--- src/ddrtim_pkg.sv ---
// ddrtim_pkg.sv: constants and types of the dram command timing block
// assumes a 100 MHz core clock sampling the memory clock pin
package ddrtim_pkg;
   // ----------------------------------------------------------------
   // timing, in ns and in core cycles
   // ----------------------------------------------------------------
   localparam int CLK_PERIOD_NS          = 10;
   localparam int ACT_TO_PRE_MIN_NS      = 45;
   localparam int ACT_TO_PRE_MIN_CYC     =
      (ACT_TO_PRE_MIN_NS + CLK_PERIOD_NS - 1) / CLK_PERIOD_NS;
   localparam int RD_TO_PRE_NS           = 8;   // 7.5 ns rounded up in whole ns
   localparam int RD_TO_PRE_CYC          =
      (RD_TO_PRE_NS + CLK_PERIOD_NS - 1) / CLK_PERIOD_NS;
   localparam int CNT_W                  = 8;
   // termination off delay, counted in memory clock half periods
   localparam logic [2:0] TERM_OFF_HALVES = 3'h5;
   // ----------------------------------------------------------------
   // command encodings, {ras_n, cas_n, we_n}
   // ----------------------------------------------------------------
   localparam logic [2:0] CMD_ACT  = 3'h3;
   localparam logic [2:0] CMD_RD   = 3'h5;
   localparam logic [2:0] CMD_WR   = 3'h4;
   localparam logic [2:0] CMD_PRE  = 3'h2;
   localparam logic [2:0] CMD_REF  = 3'h1;
   localparam logic [2:0] CMD_MRS  = 3'h0;
   // ----------------------------------------------------------------
   // address fields
   // ----------------------------------------------------------------
   localparam int ADDR_AP_BIT   = 10;
   localparam int TERM_HI_BIT   = 6;
   localparam int TERM_LO_BIT   = 2;
   localparam logic [2:0] BANK_EXT = 3'h1;

   // termination resistance selects
   typedef enum logic [1:0] {
      DDRTIM_TERM_OFF = 2'h0,
      DDRTIM_TERM_75  = 2'h1,
      DDRTIM_TERM_150 = 2'h2,
      DDRTIM_TERM_50  = 2'h3
   } ddrtim_term_t;

   // command pins sampled together
   typedef struct packed {
      logic        cs_n;
      logic [2:0]  cmd;
      logic [2:0]  bank;
      logic [13:0] addr;
   } ddrtim_cmd_t;
endpackage
--- src/ddrtim_bank.sv ---
// ddrtim_bank.sv: one bank's open/precharge timing tracker
// assumes strobes are already synchronised to clock_i
`timescale 1ns/1ps
module ddrtim_bank (
   input  wire logic clock_i,
   input  wire logic nrst_i,
   input  wire logic act_i,
   input  wire logic rd_ap_i,
   input  wire logic wr_ap_i,
   input  wire logic pre_i,
   output logic      open_o,
   output logic      pre_fire_o
);
   typedef enum logic [2:0] {
      S_IDLE = 3'h1,
      S_OPEN = 3'h2,
      S_WAIT = 3'h4
   } ddrtim_bank_st_t;

   ddrtim_bank_st_t                      st;
   ddrtim_bank_st_t                      next_st;
   logic [ddrtim_pkg::CNT_W-1:0]         ras_cnt;
   logic [ddrtim_pkg::CNT_W-1:0]         next_ras_cnt;
   logic [ddrtim_pkg::CNT_W-1:0]         rtp_cnt;
   logic [ddrtim_pkg::CNT_W-1:0]         next_rtp_cnt;
   logic                                 next_pre_fire;

   // ----------------------------------------------------------------
   // next state: auto precharge locked out until both counts expire
   // ----------------------------------------------------------------
   always_comb begin
      next_st       = st;
      next_pre_fire = 1'b0;
      next_ras_cnt  = (ras_cnt != '0) ? ras_cnt - 1'b1 : ras_cnt;
      next_rtp_cnt  = (rtp_cnt != '0) ? rtp_cnt - 1'b1 : rtp_cnt;
      case (st)
         S_IDLE: begin
            if (act_i) begin
               next_st      = S_OPEN;
               next_ras_cnt = ddrtim_pkg::CNT_W'(ddrtim_pkg::ACT_TO_PRE_MIN_CYC);
            end
         end
         S_OPEN: begin
            if (pre_i) begin
               next_st = S_IDLE;
            end else if (rd_ap_i || wr_ap_i) begin  // early issue accepted
               next_st = S_WAIT;
               if (rd_ap_i) begin
                  next_rtp_cnt = ddrtim_pkg::CNT_W'(ddrtim_pkg::RD_TO_PRE_CYC);
               end
            end
         end
         S_WAIT: begin
            if (next_ras_cnt == '0 && next_rtp_cnt == '0) begin
               next_st       = S_IDLE;
               next_pre_fire = 1'b1;
            end
         end
         default: next_st = S_IDLE;
      endcase
   end

   // registers
   always_ff @(posedge clock_i) begin
      if (!nrst_i) begin
         st         <= S_IDLE;
         ras_cnt    <= '0;
         rtp_cnt    <= '0;
         pre_fire_o <= 1'b0;
      end else begin
         st         <= next_st;
         ras_cnt    <= next_ras_cnt;
         rtp_cnt    <= next_rtp_cnt;
         pre_fire_o <= next_pre_fire;
      end
   end

   assign open_o = (st != S_IDLE);

   // internal precharge never before active minimum
   a_pre_after_ras: assert property (@(posedge clock_i) disable iff (!nrst_i)
      pre_fire_o |-> $past(ras_cnt) <= 1) else $error("precharge before active minimum");
   a_early_ap_ok: assert property (@(posedge clock_i) disable iff (!nrst_i)
      (st == S_OPEN && (rd_ap_i || wr_ap_i) && !pre_i) |=> st == S_WAIT)
      else $error("early auto precharge refused");
endmodule

--- src/ddrtim_core.sv ---
// ddrtim_core.sv: device side command timing, refresh and termination control
// assumes memory clock and command pins are asynchronous to clock_i
`timescale 1ns/1ps
module ddrtim_core (
   input  wire logic                   clock_i,
   input  wire logic                   nrst_i,
   input  wire logic                   mem_clk_i,
   input  wire logic                   clock_enable_i,
   input  wire logic                   termination_control_i,
   input  wire ddrtim_pkg::ddrtim_cmd_t cmd_i,
   output logic [7:0]                  bank_open_o,
   output logic                        internal_pre_o,
   output logic                        refresh_o,
   output logic [15:0]                 refresh_count_o,
   output logic                        cke_registered_o,
   output ddrtim_pkg::ddrtim_term_t    term_sel_o,
   output logic                        term_on_o
);
   // ----------------------------------------------------------------
   // input synchronisers
   // ----------------------------------------------------------------
   ddrtim_pkg::ddrtim_cmd_t cmd_s1;
   ddrtim_pkg::ddrtim_cmd_t cmd_s2;
   logic [2:0]              lvl_s1;
   logic [2:0]              lvl_s2;
   logic                    clk_d;
   always_ff @(posedge clock_i) begin
      if (!nrst_i) begin
         cmd_s1 <= '1;
         cmd_s2 <= '1;
         lvl_s1 <= 3'h0;
         lvl_s2 <= 3'h0;
         clk_d  <= 1'b0;
      end else begin
         cmd_s1 <= cmd_i;
         cmd_s2 <= cmd_s1;
         lvl_s1 <= {mem_clk_i, clock_enable_i, termination_control_i};
         lvl_s2 <= lvl_s1;
         clk_d  <= lvl_s2[2];
      end
   end

   logic clk_rise;
   logic clk_edge;
   logic cke_s;
   logic odt_s;
   assign clk_rise = lvl_s2[2] && !clk_d;
   assign clk_edge = lvl_s2[2] ^ clk_d;
   assign cke_s    = lvl_s2[1];
   assign odt_s    = lvl_s2[0];

   // ----------------------------------------------------------------
   // command decode on memory clock rising edges
   // ----------------------------------------------------------------
   logic cke_q;
   logic valid;
   logic is_act;
   logic is_rd;
   logic is_wr;
   logic is_pre;
   logic is_ref;
   logic is_mrs;
   logic ap;
   assign valid  = clk_rise && cke_q && !cmd_s2.cs_n;
   assign is_act = valid && cmd_s2.cmd == ddrtim_pkg::CMD_ACT;
   assign is_rd  = valid && cmd_s2.cmd == ddrtim_pkg::CMD_RD;
   assign is_wr  = valid && cmd_s2.cmd == ddrtim_pkg::CMD_WR;
   assign is_pre = valid && cmd_s2.cmd == ddrtim_pkg::CMD_PRE;
   assign is_ref = valid && cmd_s2.cmd == ddrtim_pkg::CMD_REF;
   assign is_mrs = valid && cmd_s2.cmd == ddrtim_pkg::CMD_MRS;
   assign ap     = cmd_s2.addr[ddrtim_pkg::ADDR_AP_BIT];

   // one tracker per bank; precharge-all hits every bank
   logic [7:0] bank_fire;
   for (genvar b = 0; b < 8; b++) begin : g_bank
      logic hit;
      assign hit = (cmd_s2.bank == 3'(b));
      ddrtim_bank u_bank (
         .clock_i    (clock_i),
         .nrst_i     (nrst_i),
         .act_i      (is_act && hit),
         .rd_ap_i    (is_rd && ap && hit),
         .wr_ap_i    (is_wr && ap && hit),
         .pre_i      (is_pre && (hit || ap)),
         .open_o     (bank_open_o[b]),
         .pre_fire_o (bank_fire[b])
      );
   end
   assign internal_pre_o = |bank_fire;

   // ----------------------------------------------------------------
   // refresh: every command accepted, bursts allowed
   // ----------------------------------------------------------------
   logic [15:0] next_refresh_count;
   logic        next_refresh;
   always_comb begin
      next_refresh       = is_ref;  // no spacing check
      next_refresh_count = is_ref ? refresh_count_o + 16'h0001 : refresh_count_o;
   end

   // ----------------------------------------------------------------
   // clock enable registration, three consecutive edges
   // ----------------------------------------------------------------
   logic [1:0] cke_run;
   logic [1:0] next_cke_run;
   logic       next_cke_q;
   logic       next_cke_reg;
   always_comb begin
      next_cke_q   = cke_q;
      next_cke_run = cke_run;
      next_cke_reg = cke_registered_o;
      if (clk_rise) begin
         next_cke_q = cke_s;
         if (cke_s != cke_registered_o) begin
            next_cke_run = (cke_run == 2'h2) ? 2'h0 : cke_run + 2'h1;
            if (cke_run == 2'h2) begin
               next_cke_reg = cke_s;
            end
         end else begin
            next_cke_run = 2'h0;
         end
      end
   end

   // ----------------------------------------------------------------
   // termination select and turn-off delay
   // ----------------------------------------------------------------
   ddrtim_pkg::ddrtim_term_t next_term_sel;
   logic                     next_term_on;
   logic [2:0]               off_cnt;
   logic [2:0]               next_off_cnt;
   logic                     odt_q;
   logic                     next_odt_q;
   always_comb begin
      next_term_sel = term_sel_o;
      next_term_on  = term_on_o;
      next_off_cnt  = off_cnt;
      next_odt_q    = odt_q;
      // request registered on memory clock rises only
      if (clk_rise) begin
         next_odt_q = odt_s;
      end
      if (is_mrs && cmd_s2.bank == ddrtim_pkg::BANK_EXT) begin
         next_term_sel = ddrtim_pkg::ddrtim_term_t'({cmd_s2.addr[ddrtim_pkg::TERM_HI_BIT],
                                                     cmd_s2.addr[ddrtim_pkg::TERM_LO_BIT]});
      end
      if (term_sel_o == ddrtim_pkg::DDRTIM_TERM_OFF) begin
         next_term_on = 1'b0;
         next_off_cnt = 3'h0;
      end else if (odt_q) begin
         next_term_on = 1'b1;
         next_off_cnt = 3'h0;
      end else if (term_on_o && clk_edge) begin  // half periods
         next_off_cnt = off_cnt + 3'h1;
         if (off_cnt == ddrtim_pkg::TERM_OFF_HALVES - 3'h1) begin
            next_term_on = 1'b0;
            next_off_cnt = 3'h0;
         end
      end
   end

   // registers
   always_ff @(posedge clock_i) begin
      if (!nrst_i) begin
         refresh_o        <= 1'b0;
         refresh_count_o  <= 16'h0000;
         cke_q            <= 1'b0;
         cke_run          <= 2'h0;
         cke_registered_o <= 1'b0;
         term_sel_o       <= ddrtim_pkg::DDRTIM_TERM_OFF;
         term_on_o        <= 1'b0;
         off_cnt          <= 3'h0;
         odt_q            <= 1'b0;
      end else begin
         refresh_o        <= next_refresh;
         refresh_count_o  <= next_refresh_count;
         cke_q            <= next_cke_q;
         cke_run          <= next_cke_run;
         cke_registered_o <= next_cke_reg;
         term_sel_o       <= next_term_sel;
         term_on_o        <= next_term_on;
         off_cnt          <= next_off_cnt;
         odt_q            <= next_odt_q;
      end
   end

   // ----------------------------------------------------------------
   // checks
   // ----------------------------------------------------------------
   a_ref_burst_ok: assert property (@(posedge clock_i) disable iff (!nrst_i)
      is_ref |=> refresh_o && refresh_count_o == $past(refresh_count_o) + 16'h0001)
      else $error("refresh not counted");
   a_term_disable: assert property (@(posedge clock_i) disable iff (!nrst_i)
      term_sel_o == ddrtim_pkg::DDRTIM_TERM_OFF |=> !term_on_o)
      else $error("termination on while disabled");
   a_term_sel_load: assert property (@(posedge clock_i) disable iff (!nrst_i)
      (is_mrs && cmd_s2.bank == ddrtim_pkg::BANK_EXT && cmd_s2.addr[6] && !cmd_s2.addr[2])
      |=> term_sel_o == ddrtim_pkg::DDRTIM_TERM_150)
      else $error("termination select wrong");
   a_term_75_load: assert property (@(posedge clock_i) disable iff (!nrst_i)
      (is_mrs && cmd_s2.bank == ddrtim_pkg::BANK_EXT && !cmd_s2.addr[6] && cmd_s2.addr[2])
      |=> term_sel_o == ddrtim_pkg::DDRTIM_TERM_75)
      else $error("termination select not 75 ohm");
   a_term_50_load: assert property (@(posedge clock_i) disable iff (!nrst_i)
      (is_mrs && cmd_s2.bank == ddrtim_pkg::BANK_EXT && cmd_s2.addr[6] && cmd_s2.addr[2])
      |=> term_sel_o == ddrtim_pkg::DDRTIM_TERM_50)
      else $error("termination select not 50 ohm");
   a_term_off_load: assert property (@(posedge clock_i) disable iff (!nrst_i)
      (is_mrs && cmd_s2.bank == ddrtim_pkg::BANK_EXT && !cmd_s2.addr[6] && !cmd_s2.addr[2])
      |=> term_sel_o == ddrtim_pkg::DDRTIM_TERM_OFF)
      else $error("termination select not off");
   a_term_on_req: assert property (@(posedge clock_i) disable iff (!nrst_i)
      (odt_q && term_sel_o != ddrtim_pkg::DDRTIM_TERM_OFF) |=> term_on_o)
      else $error("termination request not honoured");
   a_term_off_delay: assert property (@(posedge clock_i) disable iff (!nrst_i)
      $fell(term_on_o) && $past(term_sel_o) != ddrtim_pkg::DDRTIM_TERM_OFF
      |-> $past(off_cnt) == 3'h4)
      else $error("termination off too early");
   a_cke_three_edges: assert property (@(posedge clock_i) disable iff (!nrst_i)
      $changed(cke_registered_o) |-> $past(cke_run) == 2'h2 && $past(clk_rise))
      else $error("clock enable taken early");
endmodule

--- config.mk ---
export PLATFORM = sky130hd
export DESIGN_NAME = ddrtim_core
export DESIGN_NICKNAME = d
export VERILOG_FILES = /design/src/ddrtim_pkg.sv /design/src/ddrtim_bank.sv /design/src/ddrtim_core.sv
export SDC_FILE = /design/constraint.sdc
export NUM_CORES = 1
export LEC_CHECK = 0
export BUFFER_PORTS_ARGS = -buffer_cell sky130_fd_sc_hd__buf_2
export CAP_MARGIN = 20
export CORE_MARGIN = 5
export CORE_UTILIZATION = 39
export CTS_CLUSTER_DIAMETER = 50
export DETAILED_ROUTE_END_ITERATION = 12
export PLACE_DENSITY = 0.56
export REMOVE_ABC_BUFFERS = 1
export SLEW_MARGIN = 20
export SYNTH_ARGS = -nofsm -noshare
export SYNTH_HDL_FRONTEND = slang
export SYNTH_HIERARCHICAL = 1
export SYNTH_SLANG_ARGS = --single-unit
--- constraint.sdc ---
create_clock -name clock_i -period 2.2 [get_ports clock_i]
set_input_delay 0.11 -clock clock_i [delete_from_list [all_inputs] [get_ports clock_i]]
set_output_delay 0.11 -clock clock_i [all_outputs]
set_load 0.05 [all_outputs]
==> metrics.md <==
| Metric | Value |
|---|---|
| Register area | `4314 sq um` |
| EDFF count, synth | `0` |
| Setup slack after layout | `-4.356 ps` |
| Mapped Cells | `1405` |
| Area Overhead vs Synth | `24.08%` |
| Layout cells sized above 1 | `22.15%` |
| CTS tree | `done` |
| Starting DRT DRC Count | `501` |
| DRC | `0` |
| DP Cell Count | `1931` |
| RSZ-0062 raised after global routing | `true` |
| Final instance area | `14710 sq um` |
| Crit-path max FO | `3` |
| Worst EP required | `2650 ps` |
| Post-synthesis cell area | `11850 sq um` |
| PwrDens | `1562 nW/um^2` |
| Routed wire length | `26890 um` |
| Largest net degree at the start of global routing | `41` |
| Rel. slew slack | `49.98%` |
| Sequential area share after synthesis | `36.32%` |
| Final cell count without fillers | `2002` |
| Die Height | `184.3 um` |
| Multi-input logic area | `7246 sq um` |
| Crit Path Category | `flip-flop to flip-flop` |
| Boundary pin count | `56` |
| FF-to-FF End | `g_bank[5].u_bank/st[2]$_SDFFE_PN0P_` |
| HP Start | `cmd_i[6]` |
| CP startpoint | `g_bank[5].u_bank/rtp_cnt[2]$_SDFF_PN0_` |
| Fmax | `0.4536 GHz` |
| Max-slew violation count | `0` |
| Vias/cell | `5.101` |
| Post-route ant nets | `0` |
| HP Class | `input port to flip-flop` |
| TritonRoute pass-1 iters | `5` |
| Worst skew pair latency | `560 ps` |
| Setup-failing EPs final | `1` |
| WHS Endpoint | `cmd_s1[6]$_SDFF_PN1_` |
| Asr flop ratio synth | `0%` |
| Initial cell density of the core | `39.77%` |
| WP data arrival | `2650 ps` |
| Commonest non-fill, non-tap cell in the layout | `nor2_1` |
| Slew @ Worst Pin | `749.6 ps` |
| Post-route setup TNS | `-4.356 ps` |
| Status | `complete, but fails checks` |
| Number of global-route vias before repair | `9661` |
| Final min period | `2204 ps` |
| Failing checks | `setup timing` |
| Flop-to-flop setup slack | `-4 ps` |
| Startpoint class of the critical path | `flip-flop` |
| Initial antenna violation count | `0` |
| Endpoints failing hold | `0` |
| PortBufs | `44` |
| WL per Instance | `13.43 um` |
| Place WS | `-128.2 ps` |
| Critical R2R Launch | `g_bank[5].u_bank/rtp_cnt[2]$_SDFF_PN0_` |
| Htree depth | `1` |
| DR vias | `10210` |
| Overall routing resource usage | `15.36%` |
| Seq cells post-synth | `215` |
| Peak VDD IR | `657.5 uV` |
| # clock sinks | `215` |
| Avg Inst Size Synth | `8.435 sq um` |
| Post-DP Area | `13260 sq um` |
| Clk pin slew, worst setup/hold paths | `60 ps` |
| Filler cell count | `2855` |
| Clk root buf | `clkbuf_16` |
| P_leak | `5.991 nW` |
| Num rows | `63` |
| Yosys warns | `6` |
| GRT overflow | `0` |
| Diode count | `0` |
| Dpl hpwl | `19840 um` |
| Primary FF master, synth | `dfxtp_1` |
| CTS Buf Count | `31` |
| Max cap viols | `0` |
| Crit path capture type | `flip-flop` |
| Final Skew | `17.49 ps` |
| Placeable Area | `29800 sq um` |
| Full die area | `33970 sq um` |
| Die Wd | `184.3 um` |
| Longest Clk Path Bufs | `3` |
| Layout Nets | `1651` |
| First-pass GRT wire length | `45110 um` |
| Synth cell types | `62` |
| R2R depth | `5` |
| Hold Crit Depth | `3` |
| GPL Wtd Cong | `0.8010` |
| Most frequent cells in the layout | `nor2_1, dfxtp_1, buf_4, nand2_1, xnor2_1` |
| Tcrit/Tclk final | `100.2%` |
==> power by group <==
part / leakage (nW) / total (mW) / internal, mW / switching, mW
clock: 0.535 / 5.12 / 3.23 / 1.89
combinational: 3.69 / 11.7 / 6.05 / 5.66
sequential: 1.77 / 6.13 / 4.95 / 1.18
==> final cells by class <==
| type | count | share of cell area [%] |
|---|---|---|
| Clock buffer | 38 | 5.726 |
| Clock inverter | 18 | 1.651 |
| Inverter | 49 | 1.251 |
| Multi-Input combinational cell | 1101 | 49.27 |
| Sequential cell | 215 | 29.34 |
| Tap cell | 390 | 3.318 |
| Timing Repair Buffer | 191 | 9.444 |
==> cells in the mapped netlist, types with 11 or more instances <==
cell type	number	area, sq um
a21boi_0	23	172.7
or3b_2	11	96.34
nand2b_1	35	219.0
nor2b_1	24	150.1
or4_4	17	191.4
nor3b_1	17	127.6
nor4_1	28	175.2
o21ai_0	46	230.2
ha_1	36	450.4
dfxtp_1	215	4304
xor2_1	16	140.1
and2_1	29	181.4
xnor2_1	73	639.4
or3_1	17	106.4
a21oi_1	60	300.3
mux2i_1	22	220.2
nand3_1	26	130.1
inv_1	49	183.9
and3b_1	14	122.6
nor3_1	69	345.3
or2_2	14	87.58
buf_6	16	180.2
a211oi_1	18	135.1
nor2_1	236	885.9
nand2_1	114	427.9
==> state kept, by name (all words and copies together) (netlist names) <==
name and cells:
cmd_s1 10, off_cnt 3, g_bank.u_bank/st 24, refresh_o 1, lvl_s2 3, term_on_o 1, g_bank.u_bank/ras_cnt 64, lvl_s1 3
refresh_count_o 16, cke_q 1, clk_d 1, g_bank.u_bank/rtp_cnt 64, cmd_s2 9, cke_registered_o 1, g_bank.u_bank/pre_fire_o 8, cke_run 2
term_sel_o 2, odt_q 1, ap 1
==> metrics by stage <==
| step | util, % | hold WS, ps | power (mW) |
|---|---|---|---|
| 3_3_place_gp | 44.50 | 297.3 | 17.17 |
| 4_1_cts | 49.03 | 237.8 | 22.90 |
| 5_1_grt | 49.35 | 263.7 | 24.89 |
| 6_report | 49.35 | 271.1 | 22.97 |
| 2_1_floorplan | - | 183.0 | 14.04 |
| 3_5_place_dp | 44.50 | 297.1 | 17.28 |
==> worst max-delay path: stages (launching register included) <==
cell and delay [ps]:
dfxtp_1 310, or4_4 550, nor3_4 130, mux2_4 320, or4_4 540, o31a_1 250
==> logic make-up after synthesis <==
group	synth area share, %
multiplexers	2.618
buffers and inverters	4.139
AND/OR/NAND/NOR	34.46
adder cells (fa/ha/maj)	3.801
flip-flops	36.32
XOR/XNOR	6.577
AO/OA/AOI/OAI	12.09
==> repair_timing <==
| action | CTS | global route |
|---|---|---|
| resized for setup | 27 | 33 |
| buffers inserted | 0 | 1 |
| endpoints found under the setup margin | 29 | 65 |
| hold buffers | 14 | 0 |
| endpoints found under the hold margin | 24 | 0 |
| pin swaps | 19 | 3 |
==> how the worst max path moves through the flow <==
| stage | to | slack (ps) | cells after the start |
|---|---|---|---|
| floorplan | g_bank[7].u_bank/st[0]$_SDFFE_PN1P_ | -330 | 8 |
| global placement | g_bank[4].u_bank/st[2]$_SDFFE_PN0P_ | -100 | 5 |
| detailed placement | g_bank[0].u_bank/st[2]$_SDFFE_PN0P_ | -130 | 5 |
| CTS | g_bank[5].u_bank/st[2]$_SDFFE_PN0P_ | -2 | 5 |
| global route | g_bank[5].u_bank/st[2]$_SDFFE_PN0P_ | -80 | 5 |
| finish | g_bank[5].u_bank/st[2]$_SDFFE_PN0P_ | -4 | 5 |
==> per-layer routing <==
metal / vias up / global-route usage, % / share of wire, %
met2: 139 / 25.64 / 45
met5: - / 0 / 0
li1: 5304 / - / -
met4: 0 / 3.579 / 2.1
met1: 4728 / 21.12 / 50
met3: 41 / 2.151 / 3.2
(Power assumes the default switching activity.)
